## src/cts_cfg.svh

```systemverilog
// Purpose: Constants for the case tamper sampling controller
// Assumes: 25 MHz clock on mclk_i
// Notes:   Times kept in their own units, cycle counts derived from them
//
// Summary of operation
// - Threshold voltage matters only while enabled; its absence when off is harmless.
// - Supply switching runs between primary and backup two; backup one excluded.
// - Below supervisor level 5, switch to the other supply only if it is OK.
// - Backup OK threshold is level 5, primary OK threshold is level 6.
// - Primary turning OK forces a return to primary; primary only.
// - Every supply switch raises a one-cycle event.
// - Tamper detection stays off until a set number of seconds after reset.
// - Time of the first tamper event is captured from the switch output.
// - Clear button while running on the primary supply clears the latch and re-arms capture.
`ifndef CTS_CFG_SVH
`define CTS_CFG_SVH

`define CTS_CLK_HZ            25000000
`define CTS_CLK_NS            40
`define CTS_QTR_SEC_MS        250
`define CTS_QTR_CYC           ((`CTS_CLK_HZ / 1000) * `CTS_QTR_SEC_MS)
`define CTS_PULSE1_MIN_NS     1003000
`define CTS_PULSE2_MIN_NS     1237000
`define CTS_PULSE_MARGIN_NS   20000
`define CTS_PULSE1_CYC       ((`CTS_PULSE1_MIN_NS + `CTS_PULSE_MARGIN_NS + `CTS_CLK_NS - 1) / `CTS_CLK_NS)
`define CTS_PULSE2_CYC       ((`CTS_PULSE2_MIN_NS + `CTS_PULSE_MARGIN_NS + `CTS_CLK_NS - 1) / `CTS_CLK_NS)
`define CTS_TICK_FIRST        4'h4
`define CTS_TICK_LAST         4'h8
`define CTS_TICKS_PER_SEC     3'h4
`define CTS_SVS_LEVEL         3'h5
`define CTS_BACKUP_OK_LEVEL   3'h5
`define CTS_PRIMARY_OK_LEVEL  3'h6
`define CTS_ARM_SECONDS       16'h001E

`endif

```

## src/cts_pkg.sv

```systemverilog
// Purpose: Types for the case tamper sampling controller
// Assumes: Nothing
// Notes:   Constants live in cts_cfg.svh
package cts_pkg;
  typedef enum logic [1:0] {
    CTS_IDLE  = 2'b00,
    CTS_PULSE = 2'b01
  } cts_state_t;

  typedef enum logic [0:0] {
    CTS_SRC_PRIMARY = 1'b0,
    CTS_SRC_BACKUP  = 1'b1
  } cts_src_t;
endpackage

```

## src/cts_tamper_ctrl.sv

```systemverilog
// Purpose: Top of the case tamper sampling controller
// Assumes: 25 MHz mclk_i; switch output and button are asynchronous pins
// Notes:   Threshold divider hangs off sw_enable_o, so no extra pin drives it
`timescale 1ns/10ps
`include "cts_cfg.svh"
module cts_tamper_ctrl #(
  parameter int QTR_CYC   = `CTS_QTR_CYC,      // Cycles per quarter second
  parameter int ARM_SECS  = `CTS_ARM_SECONDS,  // Arming delay in seconds
  parameter int PULSE1    = `CTS_PULSE1_CYC,   // Pulse cycles, single coil
  parameter int PULSE2    = `CTS_PULSE2_CYC    // Pulse cycles, dual coil
) (
  input  wire logic              mclk_i,         // System clock
  input  wire logic              nrst_i,         // Async reset, active low
  input  wire logic              dual_coil_i,    // High selects dual-coil variant
  input  wire logic              switch_out_i,   // Switch output pin, high = open
  input  wire logic              clear_btn_n_i,  // Tamper clear button, active low
  input  wire logic [2:0]        primary_lvl_i,  // Primary supply level code
  input  wire logic [2:0]        backup_lvl_i,   // Backup two level code
  input  wire logic [2:0]        sys_lvl_i,      // Selected supply level code
  output logic                   sw_enable_o,    // Switch enable pulse
  output logic                   armed_o,        // Detection armed
  output logic                   tamper_now_o,   // Last sampled case state
  output logic                   tamper_latch_o, // First tamper latched
  output logic [31:0]            tamper_time_o,  // Seconds at first tamper
  output logic [31:0]            seconds_o,      // Seconds since reset
  output cts_pkg::cts_src_t      supply_src_o,   // Supply in use
  output logic                   supply_evt_o    // Supply switch event
);
  import cts_pkg::*;

  // Refuse a quarter second too short for the tick counter
  if (QTR_CYC < 2) begin : g_bad_qtr
    $error("cts_tamper_ctrl: QTR_CYC below 2");
  end

  // The synchronised reading must settle before the pulse ends
  if (PULSE1 < 3 || PULSE2 < 3) begin : g_bad_short
    $error("cts_tamper_ctrl: pulse below 3 cycles");
  end

  // A pulse must end before the next one is due
  if (PULSE1 >= 4 * QTR_CYC || PULSE2 >= 4 * QTR_CYC) begin : g_bad_long
    $error("cts_tamper_ctrl: pulse not shorter than one sample period");
  end

  // The arming delay counts whole seconds from zero
  if (ARM_SECS < 0) begin : g_bad_arm
    $error("cts_tamper_ctrl: negative arming delay");
  end

  // Internal state and strobes
  logic        rst_s1;
  logic        rst_n;
  logic [1:0]  sw_sync;
  logic [1:0]  btn_sync;
  logic [31:0] qtr_cnt;
  logic        qtr_tick;
  logic [3:0]  tick_cnt;
  logic [2:0]  sec_sub;
  logic [31:0] pulse_cnt;
  logic [31:0] pulse_len;
  logic        pulse_done;
  logic        start_pulse;
  logic        capture;
  logic        clear_req;
  cts_state_t  state;
  cts_state_t  next_state;

  ////////////////////////////////////////////////////////////////////////////
  // Reset release through two flip-flops
  always_ff @(posedge mclk_i or negedge nrst_i) begin
    if (!nrst_i) begin
      rst_s1 <= 1'b0;
      rst_n  <= 1'b0;
    end else begin
      rst_s1 <= 1'b1;
      rst_n  <= rst_s1;
    end
  end

  // Switch output synchroniser
  always_ff @(posedge mclk_i or negedge rst_n) begin
    if (!rst_n) begin
      sw_sync <= 2'h0;
    end else begin
      sw_sync <= {sw_sync[0], switch_out_i};
    end
  end

  // Button synchroniser; idles released so reset shows no press
  always_ff @(posedge mclk_i or negedge rst_n) begin
    if (!rst_n) begin
      btn_sync <= 2'h3;
    end else begin
      btn_sync <= {btn_sync[0], clear_btn_n_i};
    end
  end

  ////////////////////////////////////////////////////////////////////////////
  // Quarter-second tick generator
  always_ff @(posedge mclk_i or negedge rst_n) begin
    if (!rst_n) begin
      qtr_cnt  <= 32'h0;
      qtr_tick <= 1'b0;
    end else if (qtr_cnt == 32'(QTR_CYC - 1)) begin
      qtr_cnt  <= 32'h0;
      qtr_tick <= 1'b1;
    end else begin
      qtr_cnt  <= qtr_cnt + 32'h1;
      qtr_tick <= 1'b0;
    end
  end

  // Tick counter wraps at 8, pulse starts at 4 and 8
  always_ff @(posedge mclk_i or negedge rst_n) begin
    if (!rst_n) begin
      tick_cnt <= 4'h0;
    end else if (qtr_tick) begin
      tick_cnt <= (tick_cnt == `CTS_TICK_LAST) ? 4'h1 : tick_cnt + 4'h1;
    end
  end
  // Pulse request on the fourth and eighth tick
  assign start_pulse = qtr_tick && (tick_cnt == `CTS_TICK_FIRST - 4'h1 ||
                                    tick_cnt == `CTS_TICK_LAST - 4'h1);

  // Seconds since reset
  always_ff @(posedge mclk_i or negedge rst_n) begin
    if (!rst_n) begin
      sec_sub   <= 3'h0;
      seconds_o <= 32'h0;
    end else if (qtr_tick) begin
      if (sec_sub == `CTS_TICKS_PER_SEC - 3'h1) begin
        sec_sub   <= 3'h0;
        seconds_o <= seconds_o + 32'h1;
      end else begin
        sec_sub <= sec_sub + 3'h1;
      end
    end
  end

  // Arming flag, sticky until the next reset
  always_ff @(posedge mclk_i or negedge rst_n) begin
    if (!rst_n) begin
      armed_o <= 1'b0;
    end else if (seconds_o >= 32'(ARM_SECS)) begin
      armed_o <= 1'b1;
    end
  end

  ////////////////////////////////////////////////////////////////////////////
  // Enable pulse sequencer
  assign pulse_len  = dual_coil_i ? 32'(PULSE2) : 32'(PULSE1);
  assign pulse_done = (state == CTS_PULSE) && (pulse_cnt == pulse_len - 32'h1);

  // Next state: every fourth tick starts a pulse, the timer ends it
  always_comb begin
    case (state)
      CTS_IDLE:  next_state = start_pulse ? CTS_PULSE : CTS_IDLE;
      CTS_PULSE: next_state = pulse_done ? CTS_IDLE : CTS_PULSE;
      default:   next_state = CTS_IDLE;
    endcase
  end

  // State, pulse timer and enable register
  always_ff @(posedge mclk_i or negedge rst_n) begin
    if (!rst_n) begin
      state       <= CTS_IDLE;
      pulse_cnt   <= 32'h0;
      sw_enable_o <= 1'b0;
    end else begin
      state       <= next_state;
      pulse_cnt   <= (state == CTS_PULSE && !pulse_done) ? pulse_cnt + 32'h1 : 32'h0;
      sw_enable_o <= (next_state == CTS_PULSE);
    end
  end

  ////////////////////////////////////////////////////////////////////////////
  // Output read at pulse end and tamper capture
  assign capture   = pulse_done && armed_o && sw_sync[1];
  assign clear_req = !btn_sync[1] && (supply_src_o == CTS_SRC_PRIMARY);

  // Case state seen at the end of each pulse
  always_ff @(posedge mclk_i or negedge rst_n) begin
    if (!rst_n) begin
      tamper_now_o <= 1'b0;
    end else if (pulse_done) begin
      tamper_now_o <= armed_o && sw_sync[1];
    end
  end

  // Latch first event; a capture beats a simultaneous clear
  always_ff @(posedge mclk_i or negedge rst_n) begin
    if (!rst_n) begin
      tamper_latch_o <= 1'b0;
    end else if (capture) begin
      tamper_latch_o <= 1'b1;
    end else if (clear_req) begin
      tamper_latch_o <= 1'b0;
    end
  end

  // Time of the first capture since the last clear
  always_ff @(posedge mclk_i or negedge rst_n) begin
    if (!rst_n) begin
      tamper_time_o <= 32'h0;
    end else if (capture && !tamper_latch_o) begin
      tamper_time_o <= seconds_o;
    end
  end

  ////////////////////////////////////////////////////////////////////////////
  // Supply switching
  cts_supply_switch u_supply (
    .clk_i         (mclk_i),
    .rst_n_i       (rst_n),
    .primary_lvl_i (primary_lvl_i),
    .backup_lvl_i  (backup_lvl_i),
    .sys_lvl_i     (sys_lvl_i),
    .src_o         (supply_src_o),
    .switch_evt_o  (supply_evt_o)
  );
endmodule

```

## src/cts_supply_switch.sv

```systemverilog
// Purpose: Automatic selection between primary and backup two supplies
// Assumes: Levels arrive synchronised on mclk_i
// Notes:   Backup one never takes part in switching
`timescale 1ns/10ps
`include "cts_cfg.svh"
module cts_supply_switch (
  input  wire logic              clk_i,          // System clock
  input  wire logic              rst_n_i,        // Synchronised reset, active low
  input  wire logic [2:0]        primary_lvl_i,  // Primary supply level code
  input  wire logic [2:0]        backup_lvl_i,   // Backup two level code
  input  wire logic [2:0]        sys_lvl_i,      // Selected system supply level code
  output cts_pkg::cts_src_t      src_o,          // Supply in use
  output logic                   switch_evt_o    // One cycle on every switch
);
  import cts_pkg::*;

  logic primary_ok;
  logic backup_ok;
  logic primary_ok_d;
  logic sys_low;
  cts_src_t next_src;

  ////////////////////////////////////////////////////////////////////////////
  // Supply health
  assign primary_ok = (primary_lvl_i >= `CTS_PRIMARY_OK_LEVEL);
  assign backup_ok  = (backup_lvl_i >= `CTS_BACKUP_OK_LEVEL);
  assign sys_low    = (sys_lvl_i < `CTS_SVS_LEVEL);

  // Next source choice
  always_comb begin
    next_src = src_o;
    if (primary_ok && !primary_ok_d && src_o != CTS_SRC_PRIMARY) begin
      next_src = CTS_SRC_PRIMARY;
    end else if (sys_low) begin
      if (src_o == CTS_SRC_PRIMARY && backup_ok) begin
        next_src = CTS_SRC_BACKUP;
      end else if (src_o == CTS_SRC_BACKUP && primary_ok) begin
        next_src = CTS_SRC_PRIMARY;
      end
    end
  end

  // Source register and switch event
  always_ff @(posedge clk_i or negedge rst_n_i) begin
    if (!rst_n_i) begin
      src_o        <= CTS_SRC_PRIMARY;
      primary_ok_d <= 1'b0;
      switch_evt_o <= 1'b0;
    end else begin
      src_o        <= next_src;
      primary_ok_d <= primary_ok;
      switch_evt_o <= (next_src != src_o);
    end
  end
endmodule

```

## config.mk

```make
export PLATFORM = sky130hd
export DESIGN_NAME = cts_tamper_ctrl
export DESIGN_NICKNAME = d
export VERILOG_FILES = /design/src/cts_pkg.sv /design/src/cts_tamper_ctrl.sv /design/src/cts_supply_switch.sv
export VERILOG_INCLUDE_DIRS = /design/src /design/src/src
export SDC_FILE = /design/constraint.sdc
export NUM_CORES = 1
export LEC_CHECK = 0
export BUFFER_PORTS_ARGS = -buffer_cell sky130_fd_sc_hd__buf_4
export CAP_MARGIN = 20
export CORE_AREA = 2 2 145 183
export DETAILED_ROUTE_END_ITERATION = 12
export DIE_AREA = 0 0 147 185
export SLEW_MARGIN = 20
export SYNTH_ARGS = -nofsm -noshare
export SYNTH_HDL_FRONTEND = slang
export SYNTH_SLANG_ARGS = --single-unit
```

## constraint.sdc

```tcl
create_clock -name mclk_i -period 7.8 [get_ports mclk_i]
set_input_delay 0.78 -clock mclk_i [delete_from_list [all_inputs] [get_ports mclk_i]]
set_output_delay 0.78 -clock mclk_i [all_outputs]
set_load 0.02 [all_outputs]
```

After elaboration in Yosys (flattened, before gate mapping)

Cells that the tools add are included.

Order comparisons: 4
Muxes and demuxes: 15
Reduce and logical (&&, ||, !) cells: 20
Eq/ne operators: 9
Bitwise logic cells: 1
Add/sub/neg operators: 6

Operators by type and width:

| cell                  | count |
|---|---|
| $add 32x1->32 const B | 3 |
| $mux 32               | 2 |
| $eq 32x23->1 const B  | 1 |
| $eq 32x32->1          | 1 |
| $ge 32x5->1 const B   | 1 |
| $sub 15x1->16 const B | 1 |
| $mux 13               | 1 |
| $logic_and 1x1->1     | 12 |
| $mux 1                | 9 |
| $ge 3x3->1 const B    | 2 |
| $add 4x1->4 const B   | 1 |
| $eq 2x1->1 const B    | 2 |
| $eq 4x2->1 const B    | 1 |
| $eq 4x3->1 const B    | 1 |
| $eq 4x4->1 const B    | 1 |
| $logic_not 1->1       | 4 |
| $mux 4                | 1 |
| $add 3x1->3 const B   | 1 |
| $eq 3x2->1 const B    | 1 |
| $lt 3x3->1 const B    | 1 |
| $mux 3                | 1 |
| $logic_not 2->1       | 1 |
| $pmux 1 s2            | 1 |
| $reduce_and 2->1      | 1 |
| other kinds (4)       | 4 |

Bits of input ports: 14
Bits in registers: 151
Logic and storage cells: 74

Logic depth before layout (Yosys ltp)

Depth after elaboration: 7
Mapped depth: 7
Mapped depth without buffers: 5

By module

From an unflattened synthesis, not the netlist that was laid out.

Cells, all modules: 597
Area, all modules: 6,632.6 um2

Modules (own cells, without submodules):

| module            | area each (um2) | cells an instance | times used |
|---|---|---|---|
| cts_tamper_ctrl   | 6,451.2         | 577               | 1 |
| cts_supply_switch | 181.4           | 20                | 1 |

Least setup slack after synthesis

No wires, ideal clock.

Path kind: input to register
Start: input port dual_coil_i
End: register tamper_time_o[10]
Data arrival time: 2.399 ns
Stages: 5
Library setup time: 0.125 ns
Path buffers: 1
Required time: 7.675 ns
Path slack: 5.276 ns
Path through: or4b_4 a2111oi_4 nand4_4 buf_6 mux2_4

Word-level cells in the longest chain between the ends: 7

RTL lines:

| what                           | line                   | source |
|---|---|---|
| start, declared                | cts_tamper_ctrl.sv:14  | `input wire logic dual_coil_i,` |
| $mux 13                        | cts_tamper_ctrl.sv:152 | `assign pulse_len = dual_coil_i ? 32'(PULSE2) : 32'(PULSE1);` |
| $sub 15x1->16                  | cts_tamper_ctrl.sv:153 | `assign pulse_done = (state == CTS_PULSE) && (pulse_cnt == pulse_len - 32'h1);` |
| $eq 32x32->1                   | cts_tamper_ctrl.sv:153 |  |
| $logic_and 1x1->1              | cts_tamper_ctrl.sv:153 |  |
| $logic_and 1x1->1 (2 in a row) | cts_tamper_ctrl.sv:179 | `assign capture = pulse_done && armed_o && sw_sync[1];` |
| $logic_and 1x1->1              | cts_tamper_ctrl.sv:206 | `end else if (capture && !tamper_latch_o) begin` |
| end signal, assigned           | cts_tamper_ctrl.sv:207 | `tamper_time_o <= seconds_o;` |
| end, declared                  | cts_tamper_ctrl.sv:24  | `output logic [31:0] tamper_time_o,` |

Every way passes these cells.
A chain may end at the register's enable or synchronous reset.

Worst setup path after layout

Start: register pulse_cnt[11]
End: register tamper_time_o[5]

Word-level cells in the longest chain between the ends: 5

RTL lines:

| what                           | line                   | source |
|---|---|---|
| start, declared                | cts_tamper_ctrl.sv:60  | `logic [31:0] pulse_cnt;` |
| start signal, assigned         | cts_tamper_ctrl.sv:172 | `pulse_cnt <= (state == CTS_PULSE && !pulse_done) ? pulse_cnt + 32'h1 : 32'h0;` |
| $eq 32x32->1                   | cts_tamper_ctrl.sv:153 |  |
| $logic_and 1x1->1              | cts_tamper_ctrl.sv:153 |  |
| $logic_and 1x1->1 (2 in a row) | cts_tamper_ctrl.sv:179 |  |
| $logic_and 1x1->1              | cts_tamper_ctrl.sv:206 |  |

Every way passes these cells.

==> results.json <==
{
  "cts_tree": "done",
  "critPathMaxStageDelay_ns": 0.75,
  "timing.critical_path.cells": "or4b_4, a2111oi_4, nand4_4, mux2_4",
  "crit_type": "reg -> reg",
  "firstDrtPassIters": 4,
  "floorplan.die_area_um2": 27200,
  "io_buffers": 82,
  "boundaryPins": 84,
  "share_clk_of_total_power_pct": 50.3,
  "synth_warn": 0,
  "report.final.slew_viol_count": 0,
  "maxCapViolations": 0,
  "timing.final.setup_violations": 0,
  "final_period_demand_of_the_worst_path_ns": 3.04,
  "max_slew.worst_pin.slew_ns": 0.934,
  "worst_skew_pair.late_latency_ns": 0.42,
  "grt_first_pass_wirelength_mm": 25.7,
  "ff2ff_path_depth": 4,
  "min_path_type": "in -> async",
  "cell_count_after_synthesis": 632,
  "h_tree_level_count": 4,
  "dp_hpwl_mm": 10.7,
  "layout_setup_ws_ns": 4.76,
  "ys.flop_type": "sky130_fd_sc_hd__dfrtp_1",
  "start_util_pct": 27.6,
  "relSlewSlack_pct": 37.2,
  "cts-root-buf": "sky130_fd_sc_hd__clkbuf_16",
  "ff2ff_setup_slack_ns": 4.76,
  "areaGrowthSynthToFinish_pct": 21.9,
  "synth_sequential_area_ratio_pct": 52.9,
  "num_antenna_cells": 0,
  "first_global_vias": 4932,
  "drt_iter0_markers": 251,
  "floorplan.rows": 66,
  "async_flop_share_pct": 100,
  "run_status": "finished, final reports clean",
  "finalHoldViolCount": 0,
  "die_height_um": 185,
  "min_period_over_period_pct": 39.0,
  "pwr-share-seq_pct": 47.7,
  "mapped_nets": 653,
  "clock-sinks": 149,
  "worst_path_arrival_ns": 3.34,
  "cts.clk_slew.worst_paths_ns": 0.07,
  "syn_avg_cell_area_um2": 11.2,
  "critical_path.max_fanout": 32,
  "cts_repair_resize_count": 0,
  "fmax_ghz": 0.329,
  "synth_top_cells_by_area": "sky130_fd_sc_hd__dfrtp_1 52%, sky130_fd_sc_hd__mux2_4 6.4%, sky130_fd_sc_hd__xnor2_1 5.0%",
  "timing.critical_path.buf_inv": 0,
  "unrepaired_setup_endpoints_after_global_routing": "false",
  "grt_antenna_before_repair": 0,
  "yosysMostFrequentCell": "sky130_fd_sc_hd__dfrtp_1",
  "synth.top_cell.area_share_pct": 52.1,
  "global_route.usage.total_pct": 11.7,
  "synthesized_area_um2": 7050,
  "critical-path-top-delay-family": "simple AND/OR/NAND/NOR gates",
  "gr-total-overflow": 0,
  "pre_cts_ws_ns": 4.32,
  "timing.setup.tns_ns": 0,
  "vdd_ir_drop_max_uv": 128,
  "total_switching_power_uw": 353,
  "critPathLaunchType": "flop",
  "cp.required_ns": 8.10,
  "wl_per_cell_um": 14.7,
  "combinationalPowerShare_pct": 2.0,
  "place_congestion": 0.760,
  "fin_total_pwr_uw": 1650,
  "p_int_uw": 1300,
  "finalHoldWorstSlack_ns": 0.124,
  "timing.critical_path.to_type": "flop",
  "post_drt_via_cell_ratio": 4.82,
  "maximum_number_of_pins_on_one_net_before_global_route_repair": 63,
  "ys_types": 50,
  "power.density_nw_per_um2": 192,
  "flop_and_latch_count_out_of_synthesis": 149,
  "post_cts.repair.setup_buffers": 0,
  "final_layout_size_suffix_gt1_share_pct": 22.2,
  "antenna_violating_nets_post_route": 0,
  "sw_frac_of_total_pct": 21.4,
  "synth_edf_count": 0,
  "reg2reg_to": "tamper_time_o[5]",
  "cts_hold_buf": 0,
  "nets": 732,
  "tritoncts.num_buffers": 17,
  "fin_worst_skew_ns": 0.0109,
  "timing.rr.start": "pulse_cnt[11]",
  "die_width_um": 147,
  "netlist_top_cells_count": "147 x sky130_fd_sc_hd__dfrtp_1, 40 x sky130_fd_sc_hd__nand4_1, 40 x sky130_fd_sc_hd__xnor2_1",
  "post-route-drc-count": 0,
  "finalWirelength_mm": 15.7,
  "yosysTopAreaCell": "sky130_fd_sc_hd__dfrtp_1",
  "floorplan.core_area_um2": 25600,
  "routed-via-count": 5129,
  "clockBufferDepth": 2,
  "crit_slowest_cell": "sky130_fd_sc_hd__nand4_4",
  "standby_leakage_power_uw": 0.00389
}
flip-flops by register name, summed over array words and instances, names as in the netlist, 2 cells and up:
signal	flops
tamper_time_o	32
pulse_cnt	32
qtr_cnt	32
btn_sync	2
sec_sub	3
sw_sync	2
tick_cnt	4
seconds_o	32
cells by family after synthesis:
kind of cell             Yosys count  share of synthesized area (%)
AO/OA/AOI/OAI                     78                           7.06
XOR/XNOR                          64                           7.95
adder cells (fa/ha/maj)            7                           1.24
buffers and inverters             46                           2.93
flip-flops                       149                           52.9
multiplexers                      35                           7.17
other                              1                         0.0532
AND/OR/NAND/NOR                  252                           20.7
worst max-delay path by stage:
stage | startpoint | end | slack (ns) | cells after the start
2_1_floorplan | rst_n | armed_o | 3.34 | 0
5_1_grt | pulse_cnt[12] | tamper_time_o[5] | 4.61 | 4
3_5_place_dp | dual_coil_i | tamper_time_o[5] | 4.32 | 5
3_3_place_gp | dual_coil_i | tamper_time_o[29] | 4.36 | 5
6_report | pulse_cnt[11] | tamper_time_o[5] | 4.76 | 4
4_1_cts | pulse_cnt[12] | tamper_time_o[5] | 4.70 | 4
cell type report:
| class | instances | area [µm²] |
|---|---|---|
| Fill cell | 2608 | 17000 |
| Sequential cell | 149 | 3730 |
| Inverter | 20 | 75.1 |
| Clock inverter | 12 | 156 |
| Timing Repair Buffer | 86 | 646 |
| Multi-Input combinational cell | 437 | 3120 |
| Tap cell | 340 | 425 |
| Clock buffer | 20 | 437 |
metal layers:
layer | wire (µm) | share of wire, % | GRT usage (%)
met1 | 7150 | 46 | 15.2
met2 | 7610 | 49 | 18.9
met3 | 507 | 3.2 | 2.51
met4 | 383 | 2.4 | 4.77
met5 | 0 | 0 | 0
per-stage QoR:
| stage | utilization [%] | cells | cell area (µm²) |
|---|---|---|---|
| 2_1_floorplan | - | 632 | 7050 |
| 5_1_grt | 33.6 | 1064 | 8600 |
| 3_3_place_gp | 31.3 | 1032 | 8000 |
| 6_report | 33.6 | 1064 | 8600 |
| 4_1_cts | 33.6 | 1064 | 8600 |
| 3_5_place_dp | 31.3 | 1032 | 8000 |
power by group through the flow:
| stage | logic (µW) | clock network, µW | registers, µW |
|---|---|---|---|
| floorplan | 7.53 | 0 | 810 |
| global placement | 35.3 | 0 | 801 |
| detailed placement | 35.1 | 0 | 801 |
| CTS | 35.2 | 848 | 787 |
| global route | 38.3 | 883 | 788 |
| finish | 33.5 | 829 | 787 |
cell usage in the layout, fill, tap and decap left out, types with 20 or more instances in the layout:
master	synthesis	final
sky130_fd_sc_hd__a21oi_1	26	26
sky130_fd_sc_hd__xor2_1	24	24
sky130_fd_sc_hd__nor2_1	27	27
sky130_fd_sc_hd__xnor2_1	40	40
sky130_fd_sc_hd__o21ai_0	21	21
sky130_fd_sc_hd__nand3_1	38	38
sky130_fd_sc_hd__nand2_1	38	38
sky130_fd_sc_hd__dfrtp_1	147	146
sky130_fd_sc_hd__nand4_1	40	40
sky130_fd_sc_hd__inv_1	20	20
sky130_fd_sc_hd__mux2_4	30	30
sky130_fd_sc_hd__buf_4	0	86
(Power assumes the default switching activity.)
